**config.mk**
```make
export PLATFORM = sky130hd
export DESIGN_NAME = ptp_trace_port
export DESIGN_NICKNAME = d
export VERILOG_FILES = /design/src/rtl/ptp_pkg.sv /design/src/rtl/ptp_kind_check.sv /design/src/rtl/ptp_trace_port.sv
export VERILOG_INCLUDE_DIRS = /design/src /design/src/rtl
export SDC_FILE = /design/constraint.sdc
export NUM_CORES = 1
export LEC_CHECK = 0
export BUFFER_PORTS_ARGS = -buffer_cell sky130_fd_sc_hd__buf_2
export CAP_MARGIN = 20
export CELL_PAD_IN_SITES_DETAIL_PLACEMENT = 0
export CELL_PAD_IN_SITES_GLOBAL_PLACEMENT = 1
export CORE_AREA = 2 2 171 173
export DETAILED_ROUTE_END_ITERATION = 16
export DIE_AREA = 0 0 173 175
export GPL_TIMING_DRIVEN = 0
export PLACE_DENSITY = 0.79
export SLEW_MARGIN = 30
export SYNTH_ARGS = -nofsm -noshare
export SYNTH_HDL_FRONTEND = slang
export SYNTH_SLANG_ARGS = --single-unit
```
**constraint.sdc**
```tcl
create_clock -name core_clk -period 15.5 [get_ports core_clk]
set_clock_uncertainty 0.15 [all_clocks]
set_input_delay 0.775 -clock core_clk [delete_from_list [all_inputs] [get_ports core_clk]]
set_output_delay 0.775 -clock core_clk [all_outputs]
set_load 0.1 [all_outputs]
```
**src/rtl/ptp_map.svh**
```systemverilog
// constants of the processor trace port: field widths and exception kinds
`ifndef PTP_MAP_SVH
`define PTP_MAP_SVH
// Operation
// - a one-bit strobe marks a valid retired instruction on the port.
// - record fields mean something only while the strobe is high.
// - register-write flag with the 5-bit destination index beside it.
// - the 32-bit writeback value of the traced instruction is output.
// - exception-taken flag when the instruction really takes an exception; the code clears it when the exception kind is a reserved code.
// - 5-bit exception kind is valid only while exception-taken is high.
// - core fault kinds are codes 00000 through 00111.
// - interrupt 01010, non-maskable break 01011, maskable break 01100.
// - memory management kinds are codes 10000 through 10011.
// - unassigned exception kind codes are never emitted.
// - branch-taken flag when the branch condition is true.
// - delay-slot flag for an instruction in a taken branch's slot.
// - target-cache hit flag when the cache supplied the branch target.
// - area-optimized build leaves target hit and execute/memory advance meaningless.
// - valid data access flag with address, write value and byte enables.
// - data access direction shows as separate read and write flags.
// - data cache request when cacheable, hit when present in cache.
// - data cache done flag once a cacheable access completes.
// - data cache load flag is valid only while its request is high.
// - instruction cache request, hit and done flags.
// - decode, execute and memory stage advance indications.
// - halt flag while the pipeline is stopped by debug.
`define PTP_KIND_STREAM 5'h00
`define PTP_KIND_UNALIGN 5'h01
`define PTP_KIND_ILLEGAL 5'h02
`define PTP_KIND_IBUS 5'h03
`define PTP_KIND_DBUS 5'h04
`define PTP_KIND_DIVIDE 5'h05
`define PTP_KIND_FLOAT 5'h06
`define PTP_KIND_PRIV 5'h07
`define PTP_KIND_IRQ 5'h0a
`define PTP_KIND_NMBRK 5'h0b
`define PTP_KIND_MBRK 5'h0c
`define PTP_KIND_DSTORE 5'h10
`define PTP_KIND_ISTORE 5'h11
`define PTP_KIND_DTLB 5'h12
`define PTP_KIND_ITLB 5'h13
`define PTP_STATUS_W 15
`define PTP_PID_W 8
`endif

```
**src/rtl/ptp_pkg.sv**
```systemverilog
// types of the processor trace port
package ptp_pkg;
  // arrays are [0:n] so that index 0 is the msb, as on the port
  typedef struct packed {
    logic [0:31] instrWord;
    logic [0:31] pc;
    logic regWrite;
    logic [0:4] regIndex;
    logic [0:14] statusWord;
    logic [0:7] processId;
    logic [0:31] newValue;
    logic excTaken;
    logic [0:4] excKind;
    logic branchTaken;
    logic targetHit;
    logic delaySlot;
    logic dataAccess;
    logic [0:31] dataAddr;
    logic [0:31] dataWrValue;
    logic [0:3] byteEnable;
    logic dataRead;
    logic dataWrite;
  } ptp_record_s;

  typedef struct packed {
    logic dcacheRequest;
    logic dcacheHit;
    logic dcacheDone;
    logic dcacheLoad;
    logic icacheRequest;
    logic icacheHit;
    logic icacheDone;
    logic decodeAdvance;
    logic executeAdvance;
    logic memoryAdvance;
    logic debugHalt;
  } ptp_pipe_s;

  typedef enum logic [1:0] {
    PTP_IDLE = 2'b00,
    PTP_SHOW = 2'b01
  } ptp_state_e;
endpackage

```
**src/rtl/ptp_kind_check.sv**
```systemverilog
`timescale 1ns/1ps
// tells whether an exception kind code is one of the assigned encodings
module ptp_kind_check (
  input wire logic [0:4] kind,
  output logic legal
);
`include "ptp_map.svh"
  always_comb begin
    case (kind)
      `PTP_KIND_STREAM, `PTP_KIND_UNALIGN, `PTP_KIND_ILLEGAL, `PTP_KIND_IBUS,
      `PTP_KIND_DBUS, `PTP_KIND_DIVIDE, `PTP_KIND_FLOAT, `PTP_KIND_PRIV: begin
        legal = 1'b1;
      end
      `PTP_KIND_IRQ, `PTP_KIND_NMBRK, `PTP_KIND_MBRK: begin
        legal = 1'b1;
      end
      `PTP_KIND_DSTORE, `PTP_KIND_ISTORE, `PTP_KIND_DTLB, `PTP_KIND_ITLB: begin
        legal = 1'b1;
      end
      default: begin
        legal = 1'b0;
      end
    endcase
  end
endmodule

```
**src/rtl/ptp_trace_port.sv**
```systemverilog
// Design decisions made here: dropping reserved exception kinds and forcing the area-optimized flags low.
`timescale 1ns/1ps
// trace output stage: registers the retirement record and pipeline flags
module ptp_trace_port #(
  parameter bit AREA_OPTIMIZED = 1'b0
) (
  input wire logic core_clk,
  input wire logic rst,
  input wire logic retireValid,
  input wire ptp_pkg::ptp_record_s retireRecord,
  input wire ptp_pkg::ptp_pipe_s pipeState,
  output logic instrValid,
  output ptp_pkg::ptp_record_s traceRecord,
  output ptp_pkg::ptp_pipe_s tracePipe,
  output logic kindFault
);
`include "ptp_map.svh"

  typedef struct packed {
    ptp_pkg::ptp_state_e state;
    logic instrValid;
    ptp_pkg::ptp_record_s rec;
    ptp_pkg::ptp_pipe_s pipe;
    logic kindFault;
  } ptp_state_s;

  ptp_state_s st_r;
  ptp_state_s st_nxt;
  logic kindLegal;

  ptp_kind_check kindCheck (
    .kind(retireRecord.excKind),
    .legal(kindLegal)
  );

  always_comb begin
    st_nxt = st_r;
    // strobe lasts one cycle; a retirement each cycle gives back-to-back pulses
    st_nxt.instrValid = retireValid;
    st_nxt.state = retireValid ? ptp_pkg::PTP_SHOW : ptp_pkg::PTP_IDLE;
    st_nxt.kindFault = 1'b0;
    if (retireValid) begin
      st_nxt.rec = retireRecord;
      // write flag and index travel together
      st_nxt.rec.regWrite = retireRecord.regWrite;
      st_nxt.rec.regIndex = retireRecord.regIndex;
      st_nxt.rec.branchTaken = retireRecord.branchTaken;
      st_nxt.rec.delaySlot = retireRecord.delaySlot;
      st_nxt.rec.targetHit = AREA_OPTIMIZED ? 1'b0 : retireRecord.targetHit;
      st_nxt.rec.dataAccess = retireRecord.dataRead | retireRecord.dataWrite;
      st_nxt.rec.dataRead = retireRecord.dataRead;
      st_nxt.rec.dataWrite = retireRecord.dataWrite & ~retireRecord.dataRead;
      if (retireRecord.excTaken && !kindLegal) begin
        // a reserved code must never reach the port: drop the exception flag
        st_nxt.rec.excTaken = 1'b0;
        st_nxt.rec.excKind = 5'h00;
        st_nxt.kindFault = 1'b1;
      end else begin
        st_nxt.rec.excTaken = retireRecord.excTaken;
        // kind held at zero when no exception, which is harmless to observers
        st_nxt.rec.excKind = retireRecord.excTaken ? retireRecord.excKind : 5'h00;
      end
    end
    st_nxt.pipe = pipeState;
    // load direction is only meaningful with a request, so force it low otherwise
    st_nxt.pipe.dcacheLoad = pipeState.dcacheRequest & pipeState.dcacheLoad;
    if (AREA_OPTIMIZED) begin
      st_nxt.pipe.executeAdvance = 1'b0;
      st_nxt.pipe.memoryAdvance = 1'b0;
    end
  end

  always_ff @(posedge core_clk or posedge rst) begin
    if (rst) begin
      st_r <= '0;
    end else begin
      st_r <= st_nxt;
    end
  end

  assign instrValid = st_r.instrValid;
  assign traceRecord = st_r.rec;
  assign tracePipe = st_r.pipe;
  assign kindFault = st_r.kindFault;

  strobe_follows_a: assert property (@(posedge core_clk) disable iff (rst)
    retireValid |=> instrValid)
    else $error("strobe missing after retirement");

  strobe_single_a: assert property (@(posedge core_clk) disable iff (rst)
    !retireValid |=> !instrValid)
    else $error("strobe without retirement");

  record_pc_a: assert property (@(posedge core_clk) disable iff (rst)
    retireValid |=> traceRecord.pc == $past(retireRecord.pc))
    else $error("traced pc does not match retired pc");

  record_value_a: assert property (@(posedge core_clk) disable iff (rst)
    retireValid |=> traceRecord.newValue == $past(retireRecord.newValue))
    else $error("writeback value mismatch");

  reg_index_a: assert property (@(posedge core_clk) disable iff (rst)
    retireValid |=> traceRecord.regWrite == $past(retireRecord.regWrite)
      && traceRecord.regIndex == $past(retireRecord.regIndex))
    else $error("register write fields mismatch");

  kind_legal_a: assert property (@(posedge core_clk) disable iff (rst)
    instrValid && traceRecord.excTaken |-> traceRecord.excKind inside
      {5'h00, 5'h01, 5'h02, 5'h03, 5'h04, 5'h05, 5'h06, 5'h07,
       5'h0a, 5'h0b, 5'h0c, 5'h10, 5'h11, 5'h12, 5'h13})
    else $error("reserved exception kind emitted");

  exc_pass_a: assert property (@(posedge core_clk) disable iff (rst)
    retireValid && retireRecord.excTaken && retireRecord.excKind == 5'h0a
      |=> traceRecord.excTaken && traceRecord.excKind == 5'h0a)
    else $error("interrupt exception not traced");

  data_dir_a: assert property (@(posedge core_clk) disable iff (rst)
    instrValid |-> traceRecord.dataAccess == (traceRecord.dataRead | traceRecord.dataWrite)
      && !(traceRecord.dataRead && traceRecord.dataWrite))
    else $error("data access direction inconsistent");

  dload_qual_a: assert property (@(posedge core_clk) disable iff (rst)
    tracePipe.dcacheLoad |-> tracePipe.dcacheRequest)
    else $error("load flag without request");

  halt_follow_a: assert property (@(posedge core_clk) disable iff (rst)
    ##1 tracePipe.debugHalt == $past(pipeState.debugHalt))
    else $error("halt flag not following pipeline");
endmodule

```
==> summary.txt, run 1 <==
outcome -> finished clean
Placement Cell Area -> 0.0114 mm^2
share of cells above drive strength 1 -> 72.9%
Sum Neg Setup Slack -> 0 ns
initial antenna violation count -> 0
die height -> 175 um
LEAKAGE -> 6.37 nW
EDFF count, synth -> 0
die area -> 0.0303 mm^2
vias in the first global route -> 6,417
Top FF cell, synth -> dfrtp_1
Ant. Diodes -> 0
mux share of post-synthesis cell area -> 32.4%
Post-Place Setup Slack -> 13.32 ns
first-pass GRT wire length -> 37.1 mm
Post-Syn Area -> 0.00868 mm^2
Slew Limit Fails -> 0
worst slew pin tran -> 0.540 ns
grt total ovfl -> 0
crit path DAT -> 1.37 ns
Global Route Usage Sum -> 15.5%
post-DR wirelength/cell -> 17.6 um
Syn Nets -> 694
max incr delay on CP -> 0.46 ns
Yosys reg bits -> 218
H-Tree Depth -> 1
CP Buf/Inv Count -> 1
Clock Latency Late Sink -> 0.51 ns
Syn Area/Cell -> 18.3 um^2
Gate Count Post-Synth -> 475
Synth Area in Adders -> 0%
CTS tree -> built
largest family of logic cells by synthesized area -> multiplexers
Die W -> 173 um
peak supply drop -> 0.0884 mV
max cap viols -> 0
initial drt markers -> 149
area grow syn2layout -> 41.0%
critical path class -> reg -> out
Final Hold Viols -> 0
CP required -> 14.58 ns
DRC violations left -> 0
initial core utilization -> 30.6%
post-synth top area cell -> dfrtp_1
Distinct cells, synth -> 20
nets -> 1,158
hold_buf cts -> 0
Synth area leaders -> dfrtp_1 (63%), mux2_4 (27%), mux2_2 (5.6%)
Hold Slack -> 0.121 ns
critical path startpoint category -> register
top-count cell post-synth -> dfrtp_1
post-CTS sizing -> 0
CTS sink cnt -> 218
final setup margin -> 13.20 ns
drt pass-1 iters -> 6
Final setup viols -> 0
clk root buf -> clkbuf_16
port bufs -> 435
# IOs -> 437
DR vias/cell -> 4.28
minimum clock period -> 2.30 ns
P per Cell Area -> 153 mW/mm^2
Post-synth ARST share -> 100%
CP top delay family -> buffers and inverters
Post-Synth Simple-Gate Area -> 0.836%
GP Congestion -> 0.787
Core Footprint -> 0.0284 mm^2
row count -> 62
largest net degree at the start of global routing -> 91
antenna-violating nets left -> 0
crit share post-route -> 14.8%
Max-slew headroom -> 64.2%
HPWL Detailed -> 17.8 mm
critical path fanouts, max -> 2
postcts setup bufs -> 0
Detailed Route WL -> 23.6 mm
XOR/XNOR Fraction of Synth Area -> 0%
Post-synth top cells -> dfrtp_1 (218), mux2_4 (154), mux2_2 (43)
via count -> 5,729
RSZ-0062 raised after global routing -> false
Highest Clock Rate -> 0.435 GHz
critical path endpoint category -> output pin
Synth top area share -> 62.8%
complex-gate fraction of the synthesized area -> 0.807%
Seq/Total Area, Yosys -> 62.8%
Clk pin slew, worst setup/hold paths -> 0.06 ns
total power -> 1.88 mW
cell chain of the critical path -> buf_2
Bufs on Longest Clock Path -> 3
number of synthesis warnings -> 0
number of buffers created by CTS -> 25
finished layout cell area -> 0.0122 mm^2
hold crit path type -> in -> async
slowest library cell on the worst path -> buf_2
layout make-up:
cell class / instances / area (um^2)
clock inverters: 5 / 78.8
plain buffers: 24 / 239
flip-flops and latches: 218 / 5460
repair buffers: 437 / 2230
clock buffers: 39 / 758
multi-input cells: 225 / 2960
well taps: 384 / 480
inverters: 8 / 37.5
fillers: 2669 / 16200
through the flow:
step                instances  utilization [%]
CTS                      1340             43.1
global route             1340             43.1
finish                   1340             43.1
detailed placement       1296             40.2
global placement         1294             39.9
floorplan                 475                -
cells in the final DEF (no fill, tap or decap):
cell type	count
a21oi_1	1
mux2i_1	2
nand2_1	5
inv_1	7
nor2_1	3
nand4_1	1
bufinv_16	2
and3_1	1
buf_2	440
mux2_4	154
clkbuf_1	6
buf_6	19
inv_6	1
and2_1	1
nand2b_1	1
clkbuf_16	25
clkbuf_8	8
clkinv_2	2
o21ai_0	2
nand3_1	1
dfrtp_1	218
o2111ai_1	1
inv_8	1
o211ai_1	2
nor2b_1	2
mux2_2	43
buf_16	2
o22ai_1	5
state kept, by name, indices dropped and copies added (netlist names):
signal and flops:
instrValid 1, kindFault 1, tracePipe 11, traceRecord 205
worst paths after layout:
kind	startpoint	end	slack [ns]	cells past startpoint
worst min register to register	traceRecord[66]	traceRecord[66]	0.35	1
max in group asynchronous	rst	traceRecord[180]	13.92	4
worst max register to register	traceRecord[114]	traceRecord[114]	14.55	1
worst max-delay path	traceRecord[143]	traceRecord[143]	13.20	1
worst min-delay path	rst	traceRecord[106]	0.12	2
min in group core_clk	pipeState[4]	tracePipe[4]	0.21	1
per-layer routing:
| layer | GRT usage [%] | wire length (um) |
|---|---|---|
| met1 | 18.9 | 9420 |
| met3 | 3.98 | 1710 |
| met4 | 5.01 | 759 |
| met2 | 26.8 | 11700 |
| met5 | 0 | 0 |
where the power goes:
group | internal (mW) | total [mW] | switching [mW] | leakage, nW
Clock | 0.367 | 0.597 | 0.231 | 0.413
Combinational | 0.133 | 0.627 | 0.494 | 3.39
Sequential | 0.624 | 0.654 | 0.0296 | 2.56
Total | 1.12 | 1.88 | 0.755 | 6.37
cells by family after synthesis:
kind of cell | Yosys count
flip-flops | 218
multiplexers | 199
buffers and inverters | 32
AND/OR/NAND/NOR | 15
AO/OA/AOI/OAI | 11
No activity file was read; power rests on OpenSTA's default activity.
==> inputs of run 2 (changes only) <==
- CORE_AREA: 2 2 171 173 -> 2 2 168 170
- DIE_AREA: 0 0 173 175 -> 0 0 170 172
- PLACE_DENSITY: 0.79 -> 0.82
- clock period: 15.5 -> 2.15 ns (I/O delays scaled with it)
==> run 2 against run 1 <==
Effect of this change: largest power group is now combinational logic; hold slack got worse by 0.035 ns; critical path type is now in -> async; cell count rose by 15%; clock power rose to 6.8 times the previous value; worst setup slack got worse by 13 ns; sequential share of layout area fell by 7.1 points.
==> summary.txt, run 2 (synthesis results as in run 1) <==
critical path endpoint category -> async pin
DR vias/cell -> 4.44 (+3.8%)
CTS tree -> built
initial antenna violation count -> 1 (+1)
Final setup viols -> 0 (unchanged)
peak supply drop -> 0.678 mV (+670%)
number of buffers created by CTS -> 25 (unchanged)
share of cells above drive strength 1 -> 59.2% (-14 points)
first-pass GRT wire length -> 39.9 mm (+7.4%)
area grow syn2layout -> 67.7%
vias in the first global route -> 7,504 (+17%)
R2R depth -> 3 (+2)
minimum clock period -> 1.87 ns
worst slew pin tran -> 0.535 ns (-0.00488 ns)
# IOs -> 437 (unchanged)
max FFs per register -> 205 (unchanged)
HPWL Detailed -> 17.5 mm (-1.6%)
Max-slew headroom -> 64.6% (+0.32 points)
r2r setup slk -> 0.82 ns (-13.73 ns)
antenna-violating nets left -> 0 (unchanged)
GP Congestion -> 0.747 (-5.0%)
total power -> 13.7 mW (+630%)
post-DR wirelength/cell -> 17.6 um (-0.32%)
Die W -> 170 um (-1.7%)
Bufs on Longest Clock Path -> 3 (unchanged)
Clk pin slew, worst setup/hold paths -> 0.06 ns (about the same)
port bufs -> 435 (unchanged)
nets -> 1,393 (+20%)
Global Route Usage Sum -> 17.3% (+1.8 points)
P per Cell Area -> 940 mW/mm^2 (+510%)
fin cells -> 1,537 (+15%)
drt pass-1 iters -> 6 (unchanged)
placed insts -> 1,265 (-2.4%)
die area -> 0.0292 mm^2 (-3.4%)
die height -> 172 um (-1.7%)
commonest non-fill, non-tap cell in the layout -> buf_2
max cap viols -> 0 (unchanged)
Hold Slack -> 0.0864 ns (-0.0346 ns)
crit share post-route -> 87.0%
CTS sink cnt -> 218 (unchanged)
initial drt markers -> 248 (+66%)
Hold Startpoint -> pipeState[6]
Worst Setup SP -> rst
most frequent cells in the layout -> buf_2 (440), dlygate4sd3_1 (224), dfrtp_1 (218)
fill count -> 2,230 (-16%)
RSZ-0062 raised after global routing -> false
critical path startpoint category -> input pin
LEAKAGE -> 7.37 nW (+16%)
Detailed Route WL -> 27.0 mm (+14%)
hold crit path type -> in -> reg
via count -> 6,819 (+19%)
Clock Latency Late Sink -> 0.50 ns (about the same)
critical path fanouts, max -> 29 (+27)
crit path DAT -> 2.44 ns (+1.07 ns)
Final Core Density -> 53.0% (+9.9 points)
post-CTS sizing -> 0 (unchanged)
Core Footprint -> 0.0275 mm^2 (-3.2%)
met3 Use GR -> 4.28% (+0.30 points)
grt met2 use -> 32.5% (+5.7 points)
largest net degree at the start of global routing -> 30 (-67%)
DRC violations left -> 0 (unchanged)
H-Tree Depth -> 1 (unchanged)
Worst Hold Depth -> 2
CP required -> 2.72 ns (-11.86 ns)
grt total ovfl -> 0 (unchanged)
row count -> 61 (-1.6%)
Slew Limit Fails -> 0 (unchanged)
critical path class -> in -> async
grt peak-use layer -> met2
r2r startpoint -> traceRecord[78]
Final Hold Viols -> 0 (unchanged)
Highest Clock Rate -> 0.534 GHz
M1 GR Usage -> 18.7% (-0.23 points)
clk root buf -> clkbuf_16
initial core utilization -> 31.6% (+1.0 points)
Sum Neg Setup Slack -> 0 ns (unchanged)
RR Endpoint -> traceRecord[78]
Hold Path Sink -> tracePipe[6]
outcome -> finished clean
## run 2: cell count changes in the layout (fill, tap and decap cells not counted)
cell,previous run,this run
clkinvlp_4,0,1
inv_6,1,0
buf_16,2,4
inv_8,1,0
dlygate4sd3_1,0,224
clkbuf_8,8,2
clkbuf_1,6,8
buf_12,0,6
diode_2,0,2
clkinv_2,2,5
buf_4,0,3
## run 2: critical path: stages
cell           delay, ns
dlygate4sd3_1       0.56
buf_2               0.14
dlygate4sd3_1       0.60
clkinvlp_4          0.14
buf_12              0.13
buf_16              0.15
buf_16              0.19
buf_12              0.21
buf_16              0.19
## run 2: final cells by class
cell class              instances  area [um^2]  area share, %
repair buffers                672         4670           32.1
multi-input cells             225         2960           20.3
flip-flops and latches        218         5460           37.5
plain buffers                  24          239           1.64
diodes                          2         5.00         0.0344
clock buffers                  35          683           4.69
well taps                     346          433           2.97
clock inverters                 7         85.1          0.584
inverters                       8         33.8          0.232
## run 2: where the power goes
part           switching (mW)  internal (mW)  leakage, nW  total, mW
sequential              0.227           4.50         2.56       4.73
combinational            3.65           1.26         4.43       4.91
clock                    1.61           2.43        0.380       4.05
total                    5.49           8.19         7.37       13.7
## run 2: how the worst max path moves through the flow
stage / to / slack, ns / depth (start not counted)
detailed placement: traceRecord[65] / 0.74 / 6
global placement: traceRecord[65] / -2.32 / 2
finish: traceRecord[93] / 0.28 / 9
CTS: traceRecord[25] / 0.17 / 8
floorplan: instrValid / -0.95 / 1
global route: tracePipe[4] / 0.18 / 9
## run 2: metrics by stage
step | cell area [um^2] | setup slack (ns)
5_1_grt | 14600 | 0.181
3_5_place_dp | 11500 | 0.737
4_1_cts | 14500 | 0.166
3_3_place_gp | 11300 | -2.32
6_report | 14600 | 0.278
2_1_floorplan | 8690 | -0.948
## run 2: repair_timing
item / 4_1_cts / 5_1_grt
endpoints found under the setup margin: 0 / 28
hold buffers: 224 / 0
hold endpoints to repair: 331 / 0
buffers inserted: 0 / 4
## run 2: layer usage
layer / up-vias / routed length, um
met1: 3387 / 9790
met4: 0 / 1060
met5: - / 0
met3: 75 / 1940
li1: 3051 / -
met2: 306 / 14200
==> inputs of run 3 (changes only) <==
- CORE_AREA: 2 2 168 170 -> 2 2 171 173
- CTS_BUF_LIST: unset -> sky130_fd_sc_hd__clkbuf_4
- DIE_AREA: 0 0 170 172 -> 0 0 173 175
- PLACE_DENSITY: 0.82 -> 0.79
==> run 3 against run 2 <==
Effect of this change: the flow now stops in clock tree synthesis; synthesized cell count unchanged; synthesized area did not move.
==> summary.txt, run 3 <==
Seq/Total Area, Yosys -> 62.8% (unchanged)
Gate Count Post-Synth -> 475 (unchanged)
clk root buf -> clkbuf_4
postcts setup bufs -> 0 (unchanged)
row count -> 62 (+1.6%)
Top FF cell, synth -> dfrtp_1
H-Tree Depth -> 2 (+1)
Fail Step -> clock tree synthesis
port bufs -> 435 (unchanged)
Distinct cells, synth -> 20 (unchanged)
post-CTS sizing -> 0 (unchanged)
post-synth top area cell -> dfrtp_1
hold_buf cts -> 280 (+25%)
initial core utilization -> 30.6% (-1.0 points)
CTS sink cnt -> 218 (unchanged)
Post-synth top cells -> dfrtp_1 (218), mux2_4 (154), mux2_2 (43)
Syn Nets -> 694 (unchanged)
Synth top area share -> 62.8% (unchanged)
EDFF count, synth -> 0 (unchanged)
Post-synth ARST share -> 100% (unchanged)
Post-Place Setup Slack -> 0.689 ns (-0.0479 ns)
Die W -> 173 um (+1.8%)
Bufs on Longest Clock Path -> 3 (unchanged)
top-count cell post-synth -> dfrtp_1
number of buffers created by CTS -> 58 (+130%)
Syn Area/Cell -> 18.3 um^2 (unchanged)
error msg -> [ERROR RSZ-0060] Max buffer count reached.
Post-Syn Area -> 0.00868 mm^2 (unchanged)
GP Congestion -> 0.819 (+9.6%)
Synth area leaders -> dfrtp_1 (63%), mux2_4 (27%), mux2_2 (5.6%)
die height -> 175 um (+1.7%)
# IOs -> 437 (unchanged)
Yosys reg bits -> 218 (unchanged)
number of synthesis warnings -> 0 (unchanged)
HPWL Detailed -> 17.8 mm (+2.2%)
outcome -> stopped before the end
## run 3: per-stage QoR
step           setup TNS [ns]  std cells  utilization [%]  hold slack [ns]  cell area (um^2)
2_1_floorplan         -206.58        475                -          -0.0111              8690
3_5_place_dp                0       1302             40.6           0.0371             11500
3_3_place_gp          -490.14       1294             40.0           0.0650             11300
## run 3: cell families after synthesis
kind of cell	count (synthesis)	synth area share, %
flops	218	62.8
mux	199	32.4
buf+inv	32	3.10
simple gates	15	0.836
compound gates	11	0.807
==> inputs of run 4 (changes only) <==
- CELL_PAD_IN_SITES_DETAIL_PLACEMENT: 0 -> unset
- CELL_PAD_IN_SITES_GLOBAL_PLACEMENT: 1 -> unset
- CORE_AREA: 2 2 171 173 -> unset
- CORE_MARGIN: unset -> 2
- CORE_UTILIZATION: unset -> 25
- CTS_BUF_LIST: sky130_fd_sc_hd__clkbuf_4 -> unset
- DIE_AREA: 0 0 173 175 -> unset
- PLACE_DENSITY: 0.79 -> unset
- PLACE_DENSITY_LB_ADDON: unset -> 0.15
==> run 4 against run 3 <==
Effect of this change: the flow now finishes without violations.
==> summary.txt, run 4 (synthesis results as in run 1) <==
max FFs per register -> 205
Final Core Density -> 42.9%
largest net degree at the start of global routing -> 28
antenna-violating nets left -> 0
outcome -> finished clean
Bufs on Longest Clock Path -> 3 (unchanged)
CP Buf/Inv Count -> 8
peak supply drop -> 0.759 mV
CP required -> 2.73 ns
most frequent cells in the layout -> buf_2 (440), dlygate4sd3_1 (224), dfrtp_1 (218)
Core Footprint -> 0.0344 mm^2
clk root buf -> clkbuf_16
Post-Place Setup Slack -> 0.685 ns (-0.00370 ns)
r2r startpoint -> traceRecord[74]
critical path fanouts, max -> 27
RR Endpoint -> traceRecord[74]
DR vias/cell -> 3.97
critical path endpoint category -> async pin
Highest Clock Rate -> 0.542 GHz
Clk pin slew, worst setup/hold paths -> 0.06 ns
Worst Hold Depth -> 2
# IOs -> 437 (unchanged)
CTS tree -> built
Hold Slack -> 0.0817 ns
die height -> 190 um (+8.8%)
die area -> 0.0362 mm^2
DRC violations left -> 0
crit share post-route -> 85.9%
number of buffers created by CTS -> 26 (-55%)
vias in the first global route -> 7,011
Hold Startpoint -> pipeState[1]
commonest non-fill, non-tap cell in the layout -> buf_2
worst slew pin tran -> 0.537 ns
via count -> 6,525
H-Tree Depth -> 1 (-1)
CTS sink cnt -> 218 (unchanged)
RSZ-0062 raised after global routing -> false
Final Hold Viols -> 0
Final setup viols -> 0
total power -> 14.1 mW
final setup margin -> 0.303 ns
first-pass GRT wire length -> 39.3 mm
LEAKAGE -> 7.40 nW
grt total ovfl -> 0
Storage cell area -> 0.00546 mm^2
crit path DAT -> 2.42 ns
initial core utilization -> 25.3% (-5.3 points)
Clock Latency Late Sink -> 0.54 ns
initial drt markers -> 131
Max-slew headroom -> 64.4%
hold crit path type -> in -> reg
share of cells above drive strength 1 -> 59.6%
port bufs -> 435 (unchanged)
Detailed Route WL -> 25.9 mm
HPWL Detailed -> 18.7 mm (+4.7%)
multi-input logic area -> 0.00296 mm^2
Ant. Diodes -> 0
cell chain of the critical path -> dlygate4sd3_1, buf_2, dlygate4sd3_1, clkinvlp_4, buf_16, buf_16, buf_12, buf_12
Die W -> 190 um (+10%)
area grow syn2layout -> 69.9%
slowest library cell on the worst path -> dlygate4sd3_1
r2r setup slk -> 0.80 ns
Slew Limit Fails -> 0
nets -> 1,390
post-DR wirelength/cell -> 15.8 um
drt pass-1 iters -> 4
critical path startpoint category -> input pin
row count -> 68 (+9.7%)
initial antenna violation count -> 0
Global Route Usage Sum -> 13.7%
GP Congestion -> 0.709 (-13%)
critical path class -> in -> async
max incr delay on CP -> 0.58 ns
max cap viols -> 0
minimum clock period -> 1.85 ns
fill count -> 3,200
CP top delay family -> buffers and inverters
R2R depth -> 3
Hold Path Sink -> tracePipe[1]
P per Cell Area -> 955 mW/mm^2
## run 4: what timing repair did
action,in CTS,in global routing
gates resized for setup,0,0
hold buffers,224,0
setup buffers,0,0
hold endpoints to repair,341,0
## run 4: through the flow
step | cell area, um^2 | instances | TNS (ns)
floorplan | 8690 | 475 | -206.58
global placement | 11400 | 1365 | -584.12
detailed placement | 11600 | 1374 | 0
CTS | 14800 | 1645 | 0
global route | 14800 | 1645 | 0
finish | 14800 | 1645 | 0
## run 4: worst max path at each step
stage,from,to,slack [ns],cells after the start
2_1_floorplan,rst,instrValid,-0.95,1
3_3_place_gp,rst,instrValid,-2.70,2
3_5_place_dp,retireValid,traceRecord[72],0.69,5
4_1_cts,rst,traceRecord[90],0.30,8
5_1_grt,rst,traceRecord[90],0.19,8
6_report,rst,traceRecord[108],0.30,8
## run 4: power breakdown
group / leakage [nW] / internal (mW) / switching (mW)
Sequential: 2.56 / 4.50 / 0.205
Combinational: 4.40 / 1.25 / 3.64
Clock: 0.439 / 2.73 / 1.77
Total: 7.40 / 8.47 / 5.61
## run 4: per-layer routing
metal / GRT usage, % / up-vias / routed length, um
met5: 0 / - / 0
met4: 3.61 / 0 / 614
met3: 5.26 / 36 / 2610
met2: 23.5 / 296 / 12300
met1: 16.1 / 3135 / 10400
li1: - / 3058 / -
## run 4: worst register-to-register path, stage by stage (launching register included)
cell           delay [ns]
dfrtp_1              0.37
inv_1                0.06
o22ai_1              0.07
dlygate4sd3_1        0.58
## run 4: cell type report
cell class | count | share of cell area [%]
plain buffers | 24 | 1.62
repair buffers | 668 | 31.3
multi-input cells | 225 | 20.1
clock buffers | 34 | 4.89
clock inverters | 13 | 1.08
inverters | 8 | 0.229
flip-flops and latches | 218 | 37.0
well taps | 455 | 3.86
